## src/pdma_pkg.sv

```systemverilog
// package for the peripheral dma channel block: register map, fields,
// reset values, engine states and the memory bus carrier structs.
// assumes a 32-bit apb register port and a simple valid/ready memory bus.
package pdma_pkg;

    ////////////////////////////////////////////////////////////////////////
    // channel window and register offsets (byte addresses within a window)
    localparam int unsigned CH_WIN_LSB     = 6;
    localparam logic [5:0]  OFF_MEM_PTR    = 6'h00;
    localparam logic [5:0]  OFF_PER_SEL    = 6'h04;
    localparam logic [5:0]  OFF_XFER_CNT   = 6'h08;
    localparam logic [5:0]  OFF_PTR_RELOAD = 6'h0c;
    localparam logic [5:0]  OFF_CNT_RELOAD = 6'h10;
    localparam logic [5:0]  OFF_CTRL       = 6'h14;
    localparam logic [5:0]  OFF_MODE       = 6'h18;
    localparam logic [5:0]  OFF_STATUS     = 6'h1c;
    localparam logic [5:0]  OFF_IRQ_SET    = 6'h20;
    localparam logic [5:0]  OFF_IRQ_CLR    = 6'h24;
    localparam logic [5:0]  OFF_IRQ_MASK   = 6'h28;
    localparam logic [5:0]  OFF_IRQ_STAT   = 6'h2c;

    ////////////////////////////////////////////////////////////////////////
    // field positions and widths
    localparam int unsigned CTRL_ON_BIT    = 0;
    localparam int unsigned CTRL_OFF_BIT   = 1;
    localparam int unsigned CTRL_ERROR_CLEAR_BIT  = 8;
    localparam int unsigned STAT_ON_BIT    = 0;
    localparam int unsigned IRQ_RCZ_BIT    = 0;
    localparam int unsigned IRQ_TRC_BIT    = 1;
    localparam int unsigned IRQ_TRANSFER_ERROR_FLAG_BIT   = 2;
    localparam int unsigned IRQ_W          = 3;
    localparam int unsigned CNT_W          = 16;
    localparam int unsigned SIZE_W         = 2;

    ////////////////////////////////////////////////////////////////////////
    // reset values
    localparam logic [31:0]      RST_PTR   = 32'h0000_0000;
    localparam logic [CNT_W-1:0] RST_CNT   = 16'h0000;
    localparam logic [SIZE_W-1:0] RST_SIZE = 2'h0;
    localparam logic [IRQ_W-1:0] RST_MASK  = 3'h0;

    ////////////////////////////////////////////////////////////////////////
    // transfer size codes
    localparam logic [SIZE_W-1:0] SIZE_BYTE = 2'h0;
    localparam logic [SIZE_W-1:0] SIZE_HALF = 2'h1;
    localparam logic [SIZE_W-1:0] SIZE_WORD = 2'h2;

    // peripheral holding registers: base plus identifier shifted left by stride bits
    localparam logic [31:0] PER_HOLD_BASE   = 32'hffff_0000;
    localparam int unsigned PER_HOLD_STRIDE = 10;

    ////////////////////////////////////////////////////////////////////////
    // engine states, one-hot
    typedef enum logic [2:0] {
        ST_IDLE  = 3'b001,
        ST_READ  = 3'b010,
        ST_WRITE = 3'b100
    } pdma_state_e;

    // memory bus request, held until ready
    typedef struct packed {
        logic              valid;
        logic              write;
        logic [SIZE_W-1:0] size;
        logic [31:0]       addr;
        logic [31:0]       wdata;
    } pdma_mem_req_s;

    // memory bus answer
    typedef struct packed {
        logic        ready;
        logic        err;
        logic [31:0] rdata;
    } pdma_mem_rsp_s;

endpackage

```

## src/pdma_top.sv

```systemverilog
// peripheral dma channels: apb register file, fixed-priority arbiter and
// a single memory bus master moving one item per grant.
// assumes peripherals sit on pclk and hold their request until acknowledged;
// peripheral holding registers are reached over the same memory bus.
//
// Implementation choice: the APB register port.
`timescale 1ns/10ps

// Functional notes
// - control write: bit0 one starts channel, bit1 one stops it; zeros ignored
// - irq set/clear writes set/clear mask bits; mask register reads them back
// - reload-counter-zero status is high whenever reload count is zero
// - transfer-finished status high when active and reload counts both zero
// - failed memory access for a channel raises its transfer error flag
// - simultaneous requests: lowest-numbered channel wins, channel 0 highest
// - on access error set error flag and halt only that channel
// - control bit8 one clears error flag, channel may transfer again
// - each channel owns a 64-byte window at n times 0x40
// - pointer holds buffer start, then always the next address accessed
// - identifier selects handshake line, direction and holding register address
// - 16-bit count readable anytime, shows items still to move
// - count zero with nonzero reload count: pointer takes reload pointer
// - count zero with positive reload count: count takes reload count
// - count zero and reload count zero: channel moves nothing more
// - reload count register clears whenever the count is reloaded
// - size field: 00 byte, 01 half-word, 10 word, 11 reserved
// - pointer advances by 1, 2 or 4 per item according to size
// - count drops by one per item regardless of size
// - peripheral requests, controller acknowledges once the item starts
module pdma_top
#(
    parameter int unsigned NCH    = 4,
    parameter int unsigned NPER   = 8,
    parameter int unsigned PID_W  = 3,
    parameter int unsigned APB_AW = 12,
    parameter logic [NPER-1:0] TX_MASK = 8'h0f
)
(
    // clock and reset
    input  wire logic                   pclk,
    input  wire logic                   presetn,
    // apb slave
    input  wire logic                   psel,
    input  wire logic                   penable,
    input  wire logic                   pwrite,
    input  wire logic [APB_AW-1:0]      paddr,
    input  wire logic [31:0]            pwdata,
    output logic      [31:0]            prdata,
    output logic                        pready,
    output logic                        pslverr,
    // peripheral handshakes
    input  wire logic [NPER-1:0]        hs_req,
    output logic      [NPER-1:0]        hs_ack,
    // memory bus master
    output pdma_pkg::pdma_mem_req_s     mem_req,
    input  wire pdma_pkg::pdma_mem_rsp_s mem_rsp
);
    import pdma_pkg::*;

    localparam int unsigned CH_IW = APB_AW - CH_WIN_LSB;
    if (NCH < 1 || NCH > (1 << CH_IW))
        $error("pdma_top: NCH does not fit the apb address space");
    if (NPER < 1 || NPER > (1 << PID_W) || PID_W > 32)
        $error("pdma_top: NPER or PID_W out of range");

    ////////////////////////////////////////////////////////////////////////
    // per-channel state
    logic [31:0]       mem_ptr_ff    [NCH];
    logic [PID_W-1:0]  per_id_ff     [NCH];
    logic [CNT_W-1:0]  xfer_cnt_ff   [NCH];
    logic [31:0]       ptr_reload_ff [NCH];
    logic [CNT_W-1:0]  cnt_reload_ff [NCH];
    logic [SIZE_W-1:0] size_ff       [NCH];
    logic [IRQ_W-1:0]  irq_mask_ff   [NCH];
    logic [NCH-1:0]    on_ff;
    logic [NCH-1:0]    err_ff;
    logic [NCH-1:0]    cand;
    // engine
    pdma_state_e             state_ff;
    logic [$clog2(NCH+1)-1:0] cur_ff;
    logic [31:0]             dst_addr_ff;
    pdma_mem_req_s           req_ff;
    logic [NPER-1:0]         ack_ff;
    // apb
    logic        pready_ff;
    logic        pslverr_ff;
    logic [31:0] prdata_ff;

    ////////////////////////////////////////////////////////////////////////
    // apb decode
    logic              acc_phase;
    logic              wr_en;
    logic [CH_IW-1:0]  ch_idx;
    logic [5:0]        reg_off;
    logic              ch_ok;
    logic              off_ok;
    assign acc_phase = psel && penable && !pready_ff;
    assign wr_en     = psel && penable && pready_ff && pwrite && ch_ok && off_ok;
    assign ch_idx    = paddr[APB_AW-1:CH_WIN_LSB];
    assign reg_off   = paddr[CH_WIN_LSB-1:0];
    assign ch_ok     = 32'(ch_idx) < NCH;
    assign off_ok    = (reg_off[1:0] == 2'h0) && (reg_off <= OFF_IRQ_STAT);

    ////////////////////////////////////////////////////////////////////////
    // engine handshakes with the memory bus
    logic acc_done;
    logic acc_fail;
    logic item_ok;
    assign acc_done = req_ff.valid && mem_rsp.ready;
    assign acc_fail = acc_done && mem_rsp.err;
    assign item_ok  = (state_ff == ST_WRITE) && acc_done && !mem_rsp.err;

    ////////////////////////////////////////////////////////////////////////
    // per-channel registers
    genvar g;
    generate
        for (g = 0; g < NCH; g++)
        begin : gen_ch
            logic sel;
            logic mine;
            logic reload;
            logic [31:0] step;
            assign sel    = wr_en && (32'(ch_idx) == g);
            assign mine   = (32'(cur_ff) == g);
            assign reload = (xfer_cnt_ff[g] == '0) && (cnt_reload_ff[g] != '0);
            assign step   = (size_ff[g] == SIZE_BYTE) ? 32'h1 :
                            (size_ff[g] == SIZE_HALF) ? 32'h2 : 32'h4;
            assign cand[g] = on_ff[g] && !err_ff[g] && (xfer_cnt_ff[g] != '0)
                             && (32'(per_id_ff[g]) < NPER)
                             && hs_req[32'(per_id_ff[g]) % NPER];
            always_ff @(posedge pclk or negedge presetn)
            begin
                if (!presetn)
                    mem_ptr_ff[g] <= RST_PTR;
                else if (sel && reg_off == OFF_MEM_PTR)
                    mem_ptr_ff[g] <= pwdata;
                else if (item_ok && mine)
                    mem_ptr_ff[g] <= mem_ptr_ff[g] + step;
                else if (reload)
                    mem_ptr_ff[g] <= ptr_reload_ff[g];
            end
            always_ff @(posedge pclk or negedge presetn)
            begin
                if (!presetn)
                    xfer_cnt_ff[g] <= RST_CNT;
                else if (sel && reg_off == OFF_XFER_CNT)
                    xfer_cnt_ff[g] <= pwdata[CNT_W-1:0];
                else if (item_ok && mine)
                    xfer_cnt_ff[g] <= xfer_cnt_ff[g] - 16'h1;
                else if (reload)
                    xfer_cnt_ff[g] <= cnt_reload_ff[g];
            end
            always_ff @(posedge pclk or negedge presetn)
            begin
                if (!presetn)
                    cnt_reload_ff[g] <= RST_CNT;
                else if (sel && reg_off == OFF_CNT_RELOAD)
                    cnt_reload_ff[g] <= pwdata[CNT_W-1:0];
                else if (reload && !(sel && reg_off == OFF_XFER_CNT))
                    cnt_reload_ff[g] <= RST_CNT;
            end
            always_ff @(posedge pclk or negedge presetn)
            begin
                if (!presetn)
                begin
                    per_id_ff[g]     <= '0;
                    ptr_reload_ff[g] <= RST_PTR;
                    size_ff[g]       <= RST_SIZE;
                end
                else if (sel)
                begin
                    if (reg_off == OFF_PER_SEL)
                        per_id_ff[g] <= pwdata[PID_W-1:0];
                    if (reg_off == OFF_PTR_RELOAD)
                        ptr_reload_ff[g] <= pwdata;
                    if (reg_off == OFF_MODE)
                        size_ff[g] <= pwdata[SIZE_W-1:0];
                end
            end
            // disable wins over enable in the same write
            always_ff @(posedge pclk or negedge presetn)
            begin
                if (!presetn)
                    on_ff[g] <= 1'b0;
                else if (sel && reg_off == OFF_CTRL && pwdata[CTRL_OFF_BIT])
                    on_ff[g] <= 1'b0;
                else if (sel && reg_off == OFF_CTRL && pwdata[CTRL_ON_BIT])
                    on_ff[g] <= 1'b1;
            end
            // hardware error set wins over a clear in the same cycle
            always_ff @(posedge pclk or negedge presetn)
            begin
                if (!presetn)
                    err_ff[g] <= 1'b0;
                else if (acc_fail && mine && state_ff != ST_IDLE)
                    err_ff[g] <= 1'b1;
                else if (sel && reg_off == OFF_CTRL && pwdata[CTRL_ERROR_CLEAR_BIT])
                    err_ff[g] <= 1'b0;
            end
            always_ff @(posedge pclk or negedge presetn)
            begin
                if (!presetn)
                    irq_mask_ff[g] <= RST_MASK;
                else if (sel && reg_off == OFF_IRQ_SET)
                    irq_mask_ff[g] <= irq_mask_ff[g] | pwdata[IRQ_W-1:0];
                else if (sel && reg_off == OFF_IRQ_CLR)
                    irq_mask_ff[g] <= irq_mask_ff[g] & ~pwdata[IRQ_W-1:0];
            end
        end
    endgenerate

    ////////////////////////////////////////////////////////////////////////
    // fixed priority: lowest channel number wins
    logic                     any_cand;
    logic [$clog2(NCH+1)-1:0] win;
    always_comb
    begin
        any_cand = 1'b0;
        win      = '0;
        for (int i = NCH - 1; i >= 0; i--)
        begin
            if (cand[i])
            begin
                any_cand = 1'b1;
                win      = ($clog2(NCH+1))'(i);
            end
        end
    end

    ////////////////////////////////////////////////////////////////////////
    // engine: read source, write destination, one item per grant
    logic [PID_W-1:0] win_pid;
    logic [31:0]      win_hold;
    logic             win_tx;
    logic [SIZE_W-1:0] win_size;
    assign win_pid  = per_id_ff[32'(win) % NCH];
    assign win_hold = PER_HOLD_BASE + (32'(win_pid) << PER_HOLD_STRIDE);
    assign win_tx   = TX_MASK[32'(win_pid) % NPER];
    assign win_size = (size_ff[32'(win) % NCH] == SIZE_BYTE) ? SIZE_BYTE :
                      (size_ff[32'(win) % NCH] == SIZE_HALF) ? SIZE_HALF : SIZE_WORD;

    always_ff @(posedge pclk or negedge presetn)
    begin
        if (!presetn)
        begin
            state_ff    <= ST_IDLE;
            cur_ff      <= '0;
            dst_addr_ff <= '0;
            req_ff      <= '0;
        end
        else
        begin
            case (state_ff)
                ST_IDLE:
                begin
                    if (any_cand)
                    begin
                        cur_ff       <= win;
                        req_ff.valid <= 1'b1;
                        req_ff.write <= 1'b0;
                        req_ff.size  <= win_size;
                        req_ff.wdata <= '0;
                        req_ff.addr  <= win_tx ? mem_ptr_ff[32'(win) % NCH] : win_hold;
                        dst_addr_ff  <= win_tx ? win_hold : mem_ptr_ff[32'(win) % NCH];
                        state_ff     <= ST_READ;
                    end
                end
                ST_READ:
                begin
                    if (acc_fail)
                    begin
                        req_ff.valid <= 1'b0;
                        state_ff     <= ST_IDLE;
                    end
                    else if (acc_done)
                    begin
                        req_ff.write <= 1'b1;
                        req_ff.addr  <= dst_addr_ff;
                        req_ff.wdata <= mem_rsp.rdata;
                        state_ff     <= ST_WRITE;
                    end
                end
                ST_WRITE:
                begin
                    if (acc_done)
                    begin
                        req_ff.valid <= 1'b0;
                        req_ff.write <= 1'b0;
                        state_ff     <= ST_IDLE;
                    end
                end
                default:
                begin
                    req_ff.valid <= 1'b0;
                    state_ff     <= ST_IDLE;
                end
            endcase
        end
    end

    // one-cycle acknowledge on the granted handshake line as the item starts
    always_ff @(posedge pclk or negedge presetn)
    begin
        if (!presetn)
            ack_ff <= '0;
        else
        begin
            ack_ff <= '0;
            if (state_ff == ST_IDLE && any_cand)
                ack_ff[32'(win_pid) % NPER] <= 1'b1;
        end
    end

    ////////////////////////////////////////////////////////////////////////
    // apb answer: one wait state, read data and error registered
    logic [31:0] rd_val;
    logic [CH_IW-1:0] rc;
    always_comb
    begin
        rc     = ch_ok ? ch_idx : '0;
        rd_val = '0;
        case (reg_off)
            OFF_MEM_PTR:    rd_val = mem_ptr_ff[32'(rc) % NCH];
            OFF_PER_SEL:    rd_val = 32'(per_id_ff[32'(rc) % NCH]);
            OFF_XFER_CNT:   rd_val = 32'(xfer_cnt_ff[32'(rc) % NCH]);
            OFF_PTR_RELOAD: rd_val = ptr_reload_ff[32'(rc) % NCH];
            OFF_CNT_RELOAD: rd_val = 32'(cnt_reload_ff[32'(rc) % NCH]);
            OFF_MODE:       rd_val = 32'(size_ff[32'(rc) % NCH]);
            OFF_STATUS:     rd_val[STAT_ON_BIT] = on_ff[32'(rc) % NCH];
            OFF_IRQ_MASK:   rd_val = 32'(irq_mask_ff[32'(rc) % NCH]);
            OFF_IRQ_STAT:
            begin
                rd_val[IRQ_RCZ_BIT]  = (cnt_reload_ff[32'(rc) % NCH] == '0);
                rd_val[IRQ_TRC_BIT]  = (cnt_reload_ff[32'(rc) % NCH] == '0)
                                       && (xfer_cnt_ff[32'(rc) % NCH] == '0);
                rd_val[IRQ_TRANSFER_ERROR_FLAG_BIT] = err_ff[32'(rc) % NCH];
            end
            default:        rd_val = '0;
        endcase
        if (!ch_ok || !off_ok)
            rd_val = '0;
    end
    always_ff @(posedge pclk or negedge presetn)
    begin
        if (!presetn)
        begin
            pready_ff  <= 1'b0;
            pslverr_ff <= 1'b0;
            prdata_ff  <= '0;
        end
        else
        begin
            pready_ff  <= acc_phase;
            pslverr_ff <= acc_phase && !(ch_ok && off_ok);
            prdata_ff  <= (acc_phase && !pwrite) ? rd_val : '0;
        end
    end

    ////////////////////////////////////////////////////////////////////////
    // outputs
    assign prdata  = prdata_ff;
    assign pready  = pready_ff;
    assign pslverr = pslverr_ff;
    assign hs_ack  = ack_ff;
    assign mem_req = req_ff;

endmodule

```

## config.mk

```make
export PLATFORM = sky130hd
export DESIGN_NAME = pdma_top
export DESIGN_NICKNAME = d
export VERILOG_FILES = /design/src/pdma_pkg.sv /design/src/pdma_top.sv
export SDC_FILE = /design/constraint.sdc
export NUM_CORES = 1
export LEC_CHECK = 0
export ABC_AREA = 1
export ABC_CLOCK_PERIOD_IN_PS = 6700
export BUFFER_PORTS_ARGS = -buffer_cell sky130_fd_sc_hd__buf_2
export CELL_PAD_IN_SITES_DETAIL_PLACEMENT = 1
export CELL_PAD_IN_SITES_GLOBAL_PLACEMENT = 2
export CORE_MARGIN = 1
export CORE_UTILIZATION = 40
export CTS_BUF_LIST = sky130_fd_sc_hd__clkbuf_4 sky130_fd_sc_hd__clkbuf_8
export CTS_CLUSTER_SIZE = 28
export DETAILED_ROUTE_END_ITERATION = 10
export PLACE_DENSITY_LB_ADDON = 0.15
export SLEW_MARGIN = 20
export SYNTH_ARGS = -nofsm -noshare
export SYNTH_HDL_FRONTEND = slang
export SYNTH_SLANG_ARGS = --single-unit
```

## constraint.sdc

```tcl
create_clock -name pclk -period 6.7 [get_ports pclk]
set_clock_uncertainty 0.1 [all_clocks]
set_input_delay 0.335 -clock pclk [delete_from_list [all_inputs] [get_ports pclk]]
set_output_delay 0.335 -clock pclk [all_outputs]
set_load 0.01 [all_outputs]
```

==> summary.txt <==
Run status
  • Status: completed

STA
  • Final critical-path required period: 4580 ps
  • Unrepaired setup endpoints after global routing: no
  • Final Setup Violations: 0
  • Final WS setup: 2120 ps
  • Final Max Tran Viols: 0
  • Hold Vio Cnt, Final: 0
  • Final Cycle Share: 68.3%
  • Fmax: 0.218 GHz
  • Worst-Margin Slew: 1240 ps
  • Slew headroom: 17.3%
  • Final TNS setup: 0 ps

Setup path
  • Startpoint class of the critical path: flip-flop
  • WP data arrival: 5060 ps
  • CP Capture Type: flip-flop
  • CP Data Required Time: 7180 ps
  • Critical path class: reg -> reg
  • CP max FO: 39

Placed design
  • Gpl congestion: 0.953
  • Hpwl dp: 112 mm
  • IO buf count: 200
  • Setup WS pre-CTS: 2220 ps

Floorplan
  • Die Area: 87000 sq um
  • Core ar.: 85000 sq um
  • IO Count: 201
  • Width of the chip: 295 um
  • FP Rows: 107
  • Starting density of the core: 40.4%
  • Die Ht: 295 um

Final layout
  • Fillers: 10659
  • Register area: 14300 sq um
  • Share of layout cells above drive strength 1: 11.2%
  • Final nets: 4898
  • Multi-input logic area: 17000 sq um
  • Area delta synth->final: 14.0%

Pwr
  • Leakage: 17.3 nW
  • Pwr/cell area: 194 nW/um^2
  • Maximum vdd drop: 143 uV

Global route
  • Largest net degree at the start of global routing: 171
  • Vias in the first global route: 35632
  • Global-route wire length before repair: 236 mm
  • Grt ovf: 0
  • Initial antenna violation count: 4
  • GRT Util Overall: 36.5%

Synthesis
  • Async SR Flop Fraction: 100%
  • Synth warn: 0
  • Post-synthesis sequential area ratio: 41.6%
  • Count of cell types in the netlist: 58
  • Ranking of synthesized cells by area: dfrtp_1, nand2_1, o21ai_0, inv_1, nand3_1
  • Synth Area per Inst: 7.41 sq um
  • EDFF count, synth: 0
  • Synthesized net count: 4746
  • Post-Syn Area: 34300 sq um
  • Post-Syn Instances: 4633
  • Cell accounting for the most synthesized area: dfrtp_1
  • #FFs+latches synth: 571
  • Share of the synthesized area in the top cell type: 41.6%
  • Main synth FF type: dfrtp_1

Route
  • Final ANT Viol Nets: 0
  • DR vias: 36350
  • DRT Pass-1 Iters: 8
  • Drt drc: 0
  • Drt wl/cell: 26.5 um
  • Via/cell ratio: 6.04
  • Routed WL: 160 mm
  • Detailed router's first-iteration violation count: 3892

Clock tree
  • Hold_buf cts: 78
  • CTS Buffer Depth: 3
  • CTS buffer count: 108
  • Post-CTS sizing: 0
  • Clock Latency Late Sink: 770 ps
  • # Post-CTS Setup Buffers: 0
  • Clk root buf: clkbuf_8
  • Worst-path clk slew: 60 ps
  • CTS sink cnt: 571
  • H-Tree Depth: 3
  • CTS tree: yes

Flow run
  • Max cap viols: 0

Hold path
  • Hold WC Path Type: in -> async
path summary, 6_finish.rpt:
| path | from | endpoint | slack [ps] | cells past startpoint |
|---|---|---|---|---|
| max | xfer_cnt_ff[48]$_DFFE_PN0P_ | dst_addr_ff[12]$_DFFE_PN0P_ | 2120 | 17 |
| min | presetn | mem_req[10]$_DFFE_PN0P_ | 60 | 2 |
| max reg2reg | xfer_cnt_ff[48]$_DFFE_PN0P_ | dst_addr_ff[12]$_DFFE_PN0P_ | 2120 | 17 |
| min reg2reg | mem_req[9]$_DFFE_PN0P_ | mem_req[9]$_DFFE_PN0P_ | 380 | 2 |
| max in group asynchronous | presetn | xfer_cnt_ff[56]$_DFFE_PN0P_ | 4870 | 3 |
| min in group pclk | paddr[5] | err_ff[2]$_DFFE_PN0P_ | 80 | 5 |
cell usage after synthesis, types with 9 or more instances:
library cell,n
o21ai_1,25
nand3_1,251
o2111ai_1,9
xor2_1,67
nand4_1,55
nand2_1,977
a21boi_1,28
ha_1,18
inv_1,467
inv_2,24
buf_2,76
nor2_2,16
dfrtp_1,570
clkbuf_1,177
buf_1,10
a21oi_1,244
o22ai_1,107
o221ai_1,114
nor3_1,86
o21ai_0,609
o211ai_1,81
a22oi_1,93
a311oi_1,15
xnor2_1,10
buf_4,15
or2_2,25
nor4_1,24
a31oi_1,20
nor2_1,320
through the flow:
| step | hold slack, ps | instance area [sq um] | total power [W] | util (%) | instances |
|---|---|---|---|---|---|
| global placement | 352 | 36000 | 0.00381 | 42.3 | 5741 |
| detailed placement | 339 | 36000 | 0.00382 | 42.3 | 5741 |
| CTS | 4.56 | 39100 | 0.00764 | 46.0 | 6016 |
| floorplan | -60.6 | 34300 | 0.00360 | - | 4633 |
| global route | 62.5 | 39100 | 0.00780 | 46.0 | 6017 |
| finish | 64.4 | 39100 | 0.00760 | 46.0 | 6018 |
power by group:
group | internal (W) | switching, W | total, W
Clock | 0.00214 | 0.00166 | 0.00380
Sequential | 0.00345 | 0.000000412 | 0.00345
Combinational | 0.0000770 | 0.000270 | 0.000347
Total | 0.00566 | 0.00193 | 0.00760
registers in the layout, indices dropped and copies added, names as in the netlist, 3 cells and up, named ones only:
register       count
dst_addr_ff       32
cnt_reload_ff     64
ptr_reload_ff    128
state_ff           3
hs_ack             8
on_ff              4
prdata            32
mem_ptr_ff       128
xfer_cnt_ff       64
per_id_ff         12
mem_req           68
size_ff            8
err_ff             4
cells in the final DEF, fill, tap and decap left out, drive strengths merged, types with 3 or more instances in the layout:
| cell | instances |
|---|---|
| xnor2 | 10 |
| clkinv | 17 |
| a21boi | 30 |
| inv | 492 |
| xor2 | 67 |
| o21ai | 637 |
| a22oi | 93 |
| o211ai | 81 |
| o221ai | 114 |
| nor4 | 24 |
| a211oi | 5 |
| clkinvlp | 3 |
| a41oi | 7 |
| ha | 18 |
| o21bai | 8 |
| nand2 | 985 |
| dfrtp | 570 |
| a32o | 3 |
| nor3 | 89 |
| and2 | 4 |
| a311oi | 15 |
| o21a | 3 |
| o2111ai | 9 |
| mux2i | 4 |
| o31ai | 8 |
| o22ai | 107 |
| nand4 | 55 |
| nor2 | 341 |
| a221o | 8 |
| fa | 4 |
| clkbuf | 182 |
| buf | 247 |
| or2 | 28 |
| a31oi | 20 |
| nand3 | 252 |
| a21oi | 244 |
| dlygate4sd3 | 78 |
kinds of logic after synthesis:
logic type	after synthesis	synth area share, %
fa+ha+maj	22	0.890
mux	4	0.117
xor+xnor	77	1.97
flops	571	41.6
simple gates	1783	22.0
compound gates	1395	24.3
buf+inv	781	9.09
routing by layer:
metal,track usage (%),part of all wire [%],up-vias
met2,51.5,41,1680
met3,8.66,11,252
met1,54.2,45,18244
li1,-,-,16172
met4,11.7,3.2,2
met5,0,0.0069,-
cell type report:
class                      count  share of cell area [%]
clock inverter                15                   0.291
clock buffer                 182                    5.75
multi-input combinational   3281                    43.3
sequential                   571                    36.5
inverter                     498                    4.79
tap                         1144                    3.66
timing repair buffer         325                    5.64
antenna                        2                  0.0128
critical path, cell delays in order, from the launching register on:
cell,delay [ps]
dfrtp_1,450
inv_1,130
ha_1,230
nand2_1,110
nor2_1,220
nand4_1,380
nand2_1,330
nor2_1,100
inv_2,200
nand2_1,170
nor2_4,100
buf_4,440
nand3_1,140
nand2_1,710
nor2_2,90
buf_4,290
nand3_1,110
o21ai_0,90
Power figures use the tool's default switching activity.
